<file path="src/verilog/variable_bank_pkg.sv">
// Constants, identifiers and carrier types of the controller variable bank
package variable_bank_pkg;

  // ------------------------------------------------------------------
  // Variable identifiers
  // ------------------------------------------------------------------
  localparam logic [7:0] ID_PULSE1_UNLIM = 8'h04;
  localparam logic [7:0] ID_PULSE1_LIM = 8'h05;
  localparam logic [7:0] ID_PULSE1_SCALED = 8'h06;
  localparam logic [7:0] ID_PULSE2_UNLIM = 8'h08;
  localparam logic [7:0] ID_PULSE2_LIM = 8'h09;
  localparam logic [7:0] ID_PULSE2_SCALED = 8'h0a;
  localparam logic [7:0] ID_ANALOG1_UNLIM = 8'h0c;
  localparam logic [7:0] ID_ANALOG1_LIM = 8'h0d;
  localparam logic [7:0] ID_ANALOG1_SCALED = 8'h0e;
  localparam logic [7:0] ID_ANALOG2_UNLIM = 8'h10;
  localparam logic [7:0] ID_ANALOG2_LIM = 8'h11;
  localparam logic [7:0] ID_ANALOG2_SCALED = 8'h12;
  localparam logic [7:0] ID_REQUESTED_SPEED = 8'h14;
  localparam logic [7:0] ID_APPLIED_SPEED = 8'h15;
  localparam logic [7:0] ID_BRAKING = 8'h16;
  localparam logic [7:0] ID_SUPPLY_MV = 8'h17;
  localparam logic [7:0] ID_TEMPERATURE = 8'h18;
  localparam logic [7:0] ID_PULSE_PERIOD = 8'h1a;
  localparam logic [7:0] ID_RATE_DIVISOR = 8'h1b;
  localparam logic [7:0] ID_UPTIME_LOW = 8'h1c;
  localparam logic [7:0] ID_UPTIME_HIGH = 8'h1d;

  // ------------------------------------------------------------------
  // Values and limits
  // ------------------------------------------------------------------
  localparam logic [15:0] RAW_NONE = 16'hffff;
  localparam logic [15:0] BRAKE_MOVING = 16'h00ff;
  localparam logic signed [15:0] SCALED_MAX = 16'sh0c80;
  localparam logic signed [15:0] SCALED_MIN = -16'sh0c80;
  localparam int SCALE_SHIFT = 8;
  localparam logic [15:0] PULSE_MIN_Q = 16'h0190;
  localparam logic [15:0] PULSE_MAX_Q = 16'h2ee0;
  localparam logic [15:0] PULSE_TIMEOUT_T = 16'h01f4;
  localparam logic [15:0] COUNT_SAT = 16'hfffe;

  // ------------------------------------------------------------------
  // Timing
  // ------------------------------------------------------------------
  localparam int CLK_PERIOD_NS = 40;
  localparam int QUARTER_US_NS = 250;
  localparam int TENTH_MS_NS = 100000;
  localparam int MS_NS = 1000000;
  localparam int TENTH_MS_CYCLES = TENTH_MS_NS / CLK_PERIOD_NS;
  localparam int MS_CYCLES_DEFAULT = MS_NS / CLK_PERIOD_NS;

  // ------------------------------------------------------------------
  // Carrier types
  // ------------------------------------------------------------------
  typedef struct packed {
    logic [15:0] err_min;
    logic [15:0] err_max;
    logic [15:0] neutral;
    logic [15:0] gain;
  } cal_t;

  typedef struct packed {
    logic signed [15:0] target;
    logic signed [15:0] speed;
    logic [5:0] brake;
    logic [15:0] supply_mv;
    logic signed [15:0] temp_tenths;
    logic [15:0] divisor;
    logic auto_rate;
    logic rate_found;
  } diag_t;

  typedef enum logic [1:0] {
    PH_WAIT = 2'b00,
    PH_HIGH = 2'b01,
    PH_LOW = 2'b11
  } pulse_phase_t;

  typedef struct packed {
    pulse_phase_t phase;
    logic pin_prev;
    logic [15:0] width_cnt;
    logic [15:0] width;
    logic valid;
    logic [15:0] age;
    logic [15:0] period_cnt;
    logic [15:0] period;
  } pulse_ch_t;

  typedef struct packed {
    logic [11:0] code;
    logic open;
  } adc_ch_t;

endpackage

</file>
<file path="src/verilog/variable_bank.sv">
// Read-only controller variable bank: pulse and analog inputs, diagnostics
`timescale 1ns/1ps

module variable_bank
  import variable_bank_pkg::*;
#(
  parameter int MS_CYCLES = MS_CYCLES_DEFAULT  // Clock cycles per millisecond
)
(
  input wire logic clock_i,
  input wire logic sys_rst_i,
  input wire logic pulse_input_one_i,
  input wire logic pulse_input_two_i,
  input wire logic adc_strobe_i,
  input wire logic adc_channel_i,
  input wire logic [11:0] adc_code_i,
  input wire logic [1:0] pot_open_i,
  input wire logic open_detect_en_i,
  input wire cal_t [3:0] channel_cal_i,
  input wire diag_t diag_i,
  input wire logic var_req_i,
  input wire logic [7:0] var_id_i,
  output logic var_ack_o,
  output logic [15:0] var_data_o,
  output logic var_unknown_o
);

  // ------------------------------------------------------------------
  // State and helpers
  // ------------------------------------------------------------------
  typedef struct packed {
    logic [8:0] qacc;          // Quarter-microsecond phase accumulator
    logic [11:0] tenth_cnt;    // Tenth-millisecond prescaler
    logic [15:0] ms_cnt;       // Millisecond prescaler
    logic [31:0] uptime;       // Milliseconds since reset
    pulse_ch_t [1:0] pulse;    // Pulse channel measurement
    adc_ch_t [1:0] adc;        // Latest converter results
    diag_t diag;               // Registered diagnostics
    logic ack;                 // Answer strobe
    logic unknown;             // Unmapped identifier flag
    logic [15:0] data;         // Answer word
  } bank_state_t;

  bank_state_t st_q;  // Registered state
  bank_state_t st_d;  // Next state

  // Limit a raw reading against the fault bounds
  function automatic logic [15:0] limit_raw(input logic [15:0] raw, input cal_t cal);
    if (raw == RAW_NONE || raw < cal.err_min || raw > cal.err_max)
      return RAW_NONE;
    return raw;
  endfunction

  // Scale a limited reading into speed units with clamping
  function automatic logic [15:0] scale_raw(input logic [15:0] lim, input cal_t cal);
    logic signed [16:0] diff;
    logic signed [33:0] prod;
    logic signed [33:0] shifted;
    diff = $signed({1'b0, lim}) - $signed({1'b0, cal.neutral});
    prod = diff * $signed({1'b0, cal.gain});
    shifted = prod >>> SCALE_SHIFT;
    if (lim == RAW_NONE)
      return 16'h0000;
    if (shifted > 34'(SCALED_MAX))
      return SCALED_MAX;
    if (shifted < 34'(SCALED_MIN))
      return SCALED_MIN;
    return shifted[15:0];
  endfunction

  // Unlimited pulse value: width while valid, else all ones
  function automatic logic [15:0] pulse_unlim(input pulse_ch_t ch);
    return ch.valid ? ch.width : RAW_NONE;
  endfunction

  // Unlimited analog value: code, or all ones when open
  function automatic logic [15:0] analog_unlim(input adc_ch_t ch);
    return ch.open ? RAW_NONE : {4'h0, ch.code};
  endfunction

  // Saturating increment used by all pulse counters
  function automatic logic [15:0] sat_inc(input logic [15:0] v);
    return (v >= COUNT_SAT) ? COUNT_SAT : v + 16'h0001;
  endfunction

  // ------------------------------------------------------------------
  // Next-state logic
  // ------------------------------------------------------------------
  logic qtick;        // Quarter-microsecond tick
  logic ttick;        // Tenth-millisecond tick
  logic [1:0] pins;   // Pulse pins by channel
  logic [15:0] lim_v; // Scratch limited value
  logic [15:0] rd;    // Read mux result
  logic unk;          // Read of an unmapped identifier

  always_comb
  begin
    st_d = st_q;
    pins = {pulse_input_two_i, pulse_input_one_i};
    lim_v = 16'h0000;
    rd = 16'h0000;
    unk = 1'b0;

    // Quarter-microsecond tick from a fractional accumulator
    qtick = (st_q.qacc + 9'(CLK_PERIOD_NS)) >= 9'(QUARTER_US_NS);
    if (qtick)
      st_d.qacc = st_q.qacc + 9'(CLK_PERIOD_NS) - 9'(QUARTER_US_NS);
    else
      st_d.qacc = st_q.qacc + 9'(CLK_PERIOD_NS);

    // Tenth-millisecond tick for period and timeout
    ttick = st_q.tenth_cnt == 12'(TENTH_MS_CYCLES - 1);
    st_d.tenth_cnt = ttick ? 12'h000 : st_q.tenth_cnt + 12'h001;

    // Millisecond uptime counter
    if (st_q.ms_cnt == 16'(MS_CYCLES - 1))
    begin
      st_d.ms_cnt = 16'h0000;
      st_d.uptime = st_q.uptime + 32'h0000_0001;
    end
    else
    begin
      st_d.ms_cnt = st_q.ms_cnt + 16'h0001;
    end

    // Pulse channels run in every input mode
    for (int i = 0; i < 2; i++)
    begin
      st_d.pulse[i].pin_prev = pins[i];
      if (ttick)
      begin
        st_d.pulse[i].age = sat_inc(st_q.pulse[i].age);
        st_d.pulse[i].period_cnt = sat_inc(st_q.pulse[i].period_cnt);
      end
      // Signal lost after the timeout; a good pulse in the same cycle still wins
      if (st_q.pulse[i].age >= PULSE_TIMEOUT_T)
        st_d.pulse[i].valid = 1'b0;
      if (qtick && st_q.pulse[i].phase == PH_HIGH)
        st_d.pulse[i].width_cnt = sat_inc(st_q.pulse[i].width_cnt);
      case (st_q.pulse[i].phase)
        PH_WAIT:
        begin
          // First rising edge starts a measurement
          if (pins[i] && !st_q.pulse[i].pin_prev)
          begin
            st_d.pulse[i].phase = PH_HIGH;
            st_d.pulse[i].width_cnt = 16'h0000;
            st_d.pulse[i].period_cnt = 16'h0000;
          end
        end
        PH_HIGH:
        begin
          // Falling edge: accept width only inside the pulse window
          if (!pins[i])
          begin
            st_d.pulse[i].phase = PH_LOW;
            if (st_q.pulse[i].width_cnt >= PULSE_MIN_Q && st_q.pulse[i].width_cnt <= PULSE_MAX_Q)
            begin
              st_d.pulse[i].width = st_q.pulse[i].width_cnt;
              st_d.pulse[i].valid = 1'b1;
              st_d.pulse[i].age = 16'h0000;
            end
            else
            begin
              st_d.pulse[i].valid = 1'b0;
            end
          end
        end
        PH_LOW:
        begin
          // Rising edge: close the period and restart the width count
          if (pins[i])
          begin
            st_d.pulse[i].phase = PH_HIGH;
            st_d.pulse[i].width_cnt = 16'h0000;
            st_d.pulse[i].period = st_q.pulse[i].period_cnt;
            st_d.pulse[i].period_cnt = 16'h0000;
          end
        end
        default:
        begin
          st_d.pulse[i].phase = PH_WAIT;
        end
      endcase
    end

    // Analog channels sampled in every input mode
    if (adc_strobe_i)
      st_d.adc[adc_channel_i].code = adc_code_i;
    st_d.adc[0].open = pot_open_i[0] && open_detect_en_i;
    st_d.adc[1].open = pot_open_i[1] && open_detect_en_i;

    // Diagnostics captured every cycle
    st_d.diag = diag_i;

    // Read mux: function of the state, the identifier and the unregistered calibration inputs
    case (var_id_i)
      ID_PULSE1_UNLIM: rd = pulse_unlim(st_q.pulse[0]);
      ID_PULSE1_LIM: rd = limit_raw(pulse_unlim(st_q.pulse[0]), channel_cal_i[0]);
      ID_PULSE1_SCALED:
      begin
        lim_v = limit_raw(pulse_unlim(st_q.pulse[0]), channel_cal_i[0]);
        rd = scale_raw(lim_v, channel_cal_i[0]);
      end
      ID_PULSE2_UNLIM: rd = pulse_unlim(st_q.pulse[1]);
      ID_PULSE2_LIM: rd = limit_raw(pulse_unlim(st_q.pulse[1]), channel_cal_i[1]);
      ID_PULSE2_SCALED:
      begin
        lim_v = limit_raw(pulse_unlim(st_q.pulse[1]), channel_cal_i[1]);
        rd = scale_raw(lim_v, channel_cal_i[1]);
      end
      ID_ANALOG1_UNLIM: rd = analog_unlim(st_q.adc[0]);
      ID_ANALOG1_LIM: rd = limit_raw(analog_unlim(st_q.adc[0]), channel_cal_i[2]);
      ID_ANALOG1_SCALED:
      begin
        lim_v = limit_raw(analog_unlim(st_q.adc[0]), channel_cal_i[2]);
        rd = scale_raw(lim_v, channel_cal_i[2]);
      end
      ID_ANALOG2_UNLIM: rd = analog_unlim(st_q.adc[1]);
      ID_ANALOG2_LIM: rd = limit_raw(analog_unlim(st_q.adc[1]), channel_cal_i[3]);
      ID_ANALOG2_SCALED:
      begin
        lim_v = limit_raw(analog_unlim(st_q.adc[1]), channel_cal_i[3]);
        rd = scale_raw(lim_v, channel_cal_i[3]);
      end
      ID_REQUESTED_SPEED: rd = st_q.diag.target;
      ID_APPLIED_SPEED: rd = st_q.diag.speed;
      ID_BRAKING: rd = (st_q.diag.speed == 16'sh0000) ? {10'h000, st_q.diag.brake} : BRAKE_MOVING;
      ID_SUPPLY_MV: rd = st_q.diag.supply_mv;
      ID_TEMPERATURE: rd = st_q.diag.temp_tenths[15] ? 16'h0000 : st_q.diag.temp_tenths;
      ID_PULSE_PERIOD: rd = st_q.pulse[0].valid ? st_q.pulse[0].period : 16'h0000;
      ID_RATE_DIVISOR: rd = (st_q.diag.auto_rate && !st_q.diag.rate_found) ? 16'h0000 : st_q.diag.divisor;
      ID_UPTIME_LOW: rd = st_q.uptime[15:0];
      ID_UPTIME_HIGH: rd = st_q.uptime[31:16];
      default: unk = 1'b1;
    endcase

    // Answer one cycle after the request; nothing else changes
    st_d.ack = var_req_i;
    st_d.data = var_req_i ? rd : st_q.data;
    st_d.unknown = var_req_i ? unk : st_q.unknown;
  end

  // ------------------------------------------------------------------
  // State register
  // ------------------------------------------------------------------
  always_ff @(posedge clock_i)
  begin
    if (sys_rst_i)
    begin
      st_q <= '0;
    end
    else
    begin
      st_q <= st_d;
    end
  end

  // Outputs straight from flip-flops
  assign var_ack_o = st_q.ack;
  assign var_data_o = st_q.data;
  assign var_unknown_o = st_q.unknown;
endmodule // variable_bank

</file>
<file path="config.mk">
export PLATFORM = sky130hd
export DESIGN_NAME = variable_bank
export DESIGN_NICKNAME = d
export VERILOG_FILES = /design/src/verilog/variable_bank_pkg.sv /design/src/verilog/variable_bank.sv
export SDC_FILE = /design/constraint.sdc
export NUM_CORES = 2
export LEC_CHECK = 0
export BUFFER_PORTS_ARGS = -buffer_cell sky130_fd_sc_hd__buf_2
export CORE_ASPECT_RATIO = 0.8
export CORE_UTILIZATION = 55
export CTS_CLUSTER_SIZE = 40
export DETAILED_ROUTE_END_ITERATION = 12
export PLACE_DENSITY = 0.73
export SYNTH_ARGS = -nofsm -noshare
export SYNTH_HDL_FRONTEND = slang
export SYNTH_SLANG_ARGS = --single-unit
</file>
<file path="constraint.sdc">
create_clock -name clock_i -period 21.3 [get_ports clock_i]
set_input_delay 3.195 -clock clock_i [delete_from_list [all_inputs] [get_ports clock_i]]
set_output_delay 3.195 -clock clock_i [all_outputs]
set_load 0.05 [all_outputs]
</file>
==> metrics.log <==
[metrics] Clk Latency, worst-skew pair: 0.59 ns
[metrics] GRT Residual Overflow: 0
[metrics] Die Width: a little under 400 um
[metrics] fraction of the cycle the final worst path needs: 0.769
[metrics] number of antenna violations at the first check in global routing: 22
[metrics] synthesized netlist cell count: approximately 8000
[metrics] total vias in the final route: about 57000
[metrics] DR pass1 iterations: 8
[metrics] via count of the first global-routing pass: 56811
[metrics] hold-fix buffers at CTS: 0
[metrics] DRC violation count after routing: 0
[metrics] Starting Density: 0.559
[metrics] Final GP Congestion: 1.01
[metrics] Synth area leader: sky130_fd_sc_hd__fa_1
[metrics] critical path's most frequent cell: sky130_fd_sc_hd__fa_1
[metrics] buffer depth of the longest clock path: 3
[metrics] core region area: 0.119 mm2
[metrics] cell row count: 113
[metrics] layout cells sized above 1: 0.0821
[metrics] number of clock sinks seen by CTS: 336
[metrics] number of DRC markers after the initial detailed-route iteration: around 5600
[metrics] number of post-CTS setup repair buffers: 0
[metrics] maximum number of pins on one net before global-route repair: 71
[metrics] yosys warns: 0
[metrics] maximum clock frequency: 0.0611 GHz
[metrics] peak per-stage delay on the critical path: 0.88 ns
[metrics] worst slew margin relative to its limit: 0.0837
[metrics] mean routed wirelength per cell: 21.3 um
[metrics] Fill cells: 10557
[metrics] setup repair after global routing missed its margin: false
[metrics] status: finished, final reports clean
[metrics] data required time at the worst endpoint: about 22 ns
[metrics] cell area reported after detailed placement: 0.0701 mm2
[metrics] top cell types by occurrence after synthesis: 1682 x sky130_fd_sc_hd__inv_1, 1112 x sky130_fd_sc_hd__fa_1, 959 x sky130_fd_sc_hd__nand2_1
[metrics] Fin Clk Skew: 0.0409 ns
[metrics] register bit total from synthesis: 336
[metrics] slew at the pin with the worst max-slew slack: 1.34 ns
[metrics] Final Setup Violations: 0
[metrics] minimum period implied by the final worst setup slack: 16.37 ns
[metrics] critical path type: in -> reg
[metrics] global-route wire length before repair: roughly 330000 um
[metrics] detailed placement HPWL: 174000 um
[metrics] Overall Global Routing Usage: 0.345
[metrics] hold path start: st_q[332]$_SDFF_PP0_
[metrics] Total Wirelength: around 210000 um
[metrics] number of instances resized during post-cts repair: 0
[metrics] CP Launch Type: input port
[metrics] worst min-delay path class: reg -> reg
[metrics] end-of-flow core utilization: 0.598
[metrics] root buffer selected by CTS: sky130_fd_sc_hd__clkbuf_16
[metrics] area overhead of the layout relative to synthesis: 7.01%
[metrics] Mapped Area: 0.0668 mm2
[metrics] Netlist cell types: 110
[metrics] final cell area excluding filler cells: 0.0714 mm2
[metrics] clock tree from TritonCTS: yes
[metrics] number of pins with negative max-slew slack in the final report: 0
[metrics] maximum capacitance violations: 0
[metrics] clock transition at the register clock pins on the worst setup and hold paths after CTS: 0.06 ns
[metrics] floorplan die area: about 0.12 mm2
[metrics] signal arrival time at the worst endpoint: 16.86 ns
[metrics] post-layout net count: 10220
[metrics] type of destination of the critical path: register
[metrics] count of buffers inserted at the top-level ports: 391
[metrics] height of the chip: 314 um
[metrics] share of async-settable or async-resettable flops after synthesis: 0
[metrics] Sequential Area: about 0.0067 mm2
[metrics] share of synthesized area occupied by flip-flops and latches: 0.101
[metrics] Antenna Nets Post-Route: 0
[metrics] Max Fanout on Critical Path: 20
[metrics] average instance area after synthesis: ~8.3 um2
[metrics] biggest area contributors in the synthesized netlist: sky130_fd_sc_hd__fa_1 33%, sky130_fd_sc_hd__ha_1 10%, sky130_fd_sc_hd__dfxtp_1 10%
[metrics] maximum level of the CTS H-tree: 2
[metrics] net count after synthesis: 10058
[metrics] number of enable flip-flop cells after synthesis: 0
[metrics] Final Hold Fails: 0
[metrics] Critical R2R Launch: st_q[180]$_SDFF_PP0_
[metrics] library cell with the highest instance count after synthesis: sky130_fd_sc_hd__inv_1
[metrics] top-level I/O count: 392
[metrics] via density per instance: about 5.8
[metrics] Inserted Clock Buffers: 39
[metrics] Total Negative Setup Slacks: 0 ns
[metrics] slowest library cell on the worst path: sky130_fd_sc_hd__o211ai_1
[metrics] worst setup path startpoint: channel_cal_i[161]
[metrics] Most used DFF post-synth: sky130_fd_sc_hd__dfxtp_1
[metrics] combined area of the multi-input logic cells: around 0.053 mm2
[metrics] fraction of post-synthesis cell area in the top cell type by area: 0.333
placed cells by master, fill, tap and decap left out, types with 19 or more instances in the layout:
master                      synthesis  routed
sky130_fd_sc_hd__ha_1             555     555
sky130_fd_sc_hd__nor2b_1          168     168
sky130_fd_sc_hd__inv_1           1682    1682
sky130_fd_sc_hd__a21o_1            67      67
sky130_fd_sc_hd__nor2_1           326     325
sky130_fd_sc_hd__nor4_1            27      26
sky130_fd_sc_hd__fa_1            1112    1112
sky130_fd_sc_hd__nand2_1          959     959
sky130_fd_sc_hd__nor3_1            72      69
sky130_fd_sc_hd__a22oi_1           49      49
sky130_fd_sc_hd__or2_2             66      66
sky130_fd_sc_hd__or4_1             22      22
sky130_fd_sc_hd__a211oi_1          41      41
sky130_fd_sc_hd__nand3_1          141     141
sky130_fd_sc_hd__and3_1            49      49
sky130_fd_sc_hd__nand2b_1          68      68
sky130_fd_sc_hd__clkbuf_16          0      39
sky130_fd_sc_hd__a221oi_1          26      26
sky130_fd_sc_hd__buf_2             16     390
sky130_fd_sc_hd__a21boi_0          23      23
sky130_fd_sc_hd__dfxtp_1          336     336
sky130_fd_sc_hd__and2_1           494     494
sky130_fd_sc_hd__buf_4             18      64
sky130_fd_sc_hd__a21oi_1          331     330
sky130_fd_sc_hd__mux2i_1           40      40
sky130_fd_sc_hd__or3_1             40      40
sky130_fd_sc_hd__a31oi_1           36      34
sky130_fd_sc_hd__and4_1            26      26
sky130_fd_sc_hd__xnor2_2            0      21
sky130_fd_sc_hd__a2111oi_0         19      19
sky130_fd_sc_hd__xnor2_1          152     131
sky130_fd_sc_hd__o211ai_1          37      37
sky130_fd_sc_hd__xor2_1           117     112
sky130_fd_sc_hd__o21a_1            32      32
sky130_fd_sc_hd__o21ai_0          146     146
sky130_fd_sc_hd__nand4_1          107     107
path summary, 6_finish.rpt:
| kind | endpoint | slack [ns] | depth (start not counted) |
|---|---|---|---|
| setup reg to reg | var_data_o[9]$_SDFFE_PP0P_ | 5.90 | 48 |
| hold / removal | st_q[332]$_SDFF_PP0_ | 0.44 | 1 |
| hold reg to reg | st_q[332]$_SDFF_PP0_ | 0.44 | 1 |
| setup / recovery | var_data_o[2]$_SDFFE_PP0P_ | 4.93 | 47 |
flip-flops by register name, summed over array words and instances (netlist names):
signal         flops
st_q             318
var_ack_o          1
var_data_o        16
var_unknown_o      1
layout make-up:
class / count / share of cell area
Clock buffer: 51 / 0.0151
Tap cell: 1610 / 0.0282
Multi-Input combinational cell: 5664 / 0.736
Inverter: 1683 / 0.0884
Sequential cell: 336 / 0.0942
Timing Repair Buffer: 455 / 0.0342
Antenna cell: 11 / 0.000385
Clock inverter: 20 / 0.00375
metal layers:
layer / part of all wire / vias up / track usage
met1: 0.41 / 27807 / 0.477
met4: 0.048 / 24 / 0.146
met2: 0.43 / 2722 / 0.508
met3: 0.11 / 460 / 0.0927
li1: - / 25551 / -
met5: 0.00071 / - / 0
cells by family after synthesis:
kind of cell,Yosys count,synth area share
simple gates,2626,0.197
buf+inv,2017,0.116
fa+ha+maj,1668,0.438
compound gates,1058,0.107
flops,336,0.101
xor+xnor,269,0.0353
mux,43,0.00650
stage by stage:
stage               std cells  hold WS, ns  setup slack [ns]
floorplan                8017        0.418              7.01
global placement         9748        0.430              4.89
detailed placement       9748        0.438              4.76
CTS                      9819        0.446              5.29
global route             9820        0.452              4.24
finish                   9830        0.444              4.93
critical path: cells and delay by family:
family | cells | cell delay (ns)
AND/OR/NAND/NOR | 11 | 3.12
buffers and inverters | 6 | 0.55
multiplexers | 1 | 0.26
adder cells (fa/ha/maj) | 10 | 4.69
AO/OA/AOI/OAI | 19 | 5.03
Power is left out: the tool's default activity adds up to more than one toggle a clock period on the data nets, which glitch-free logic cannot reach.
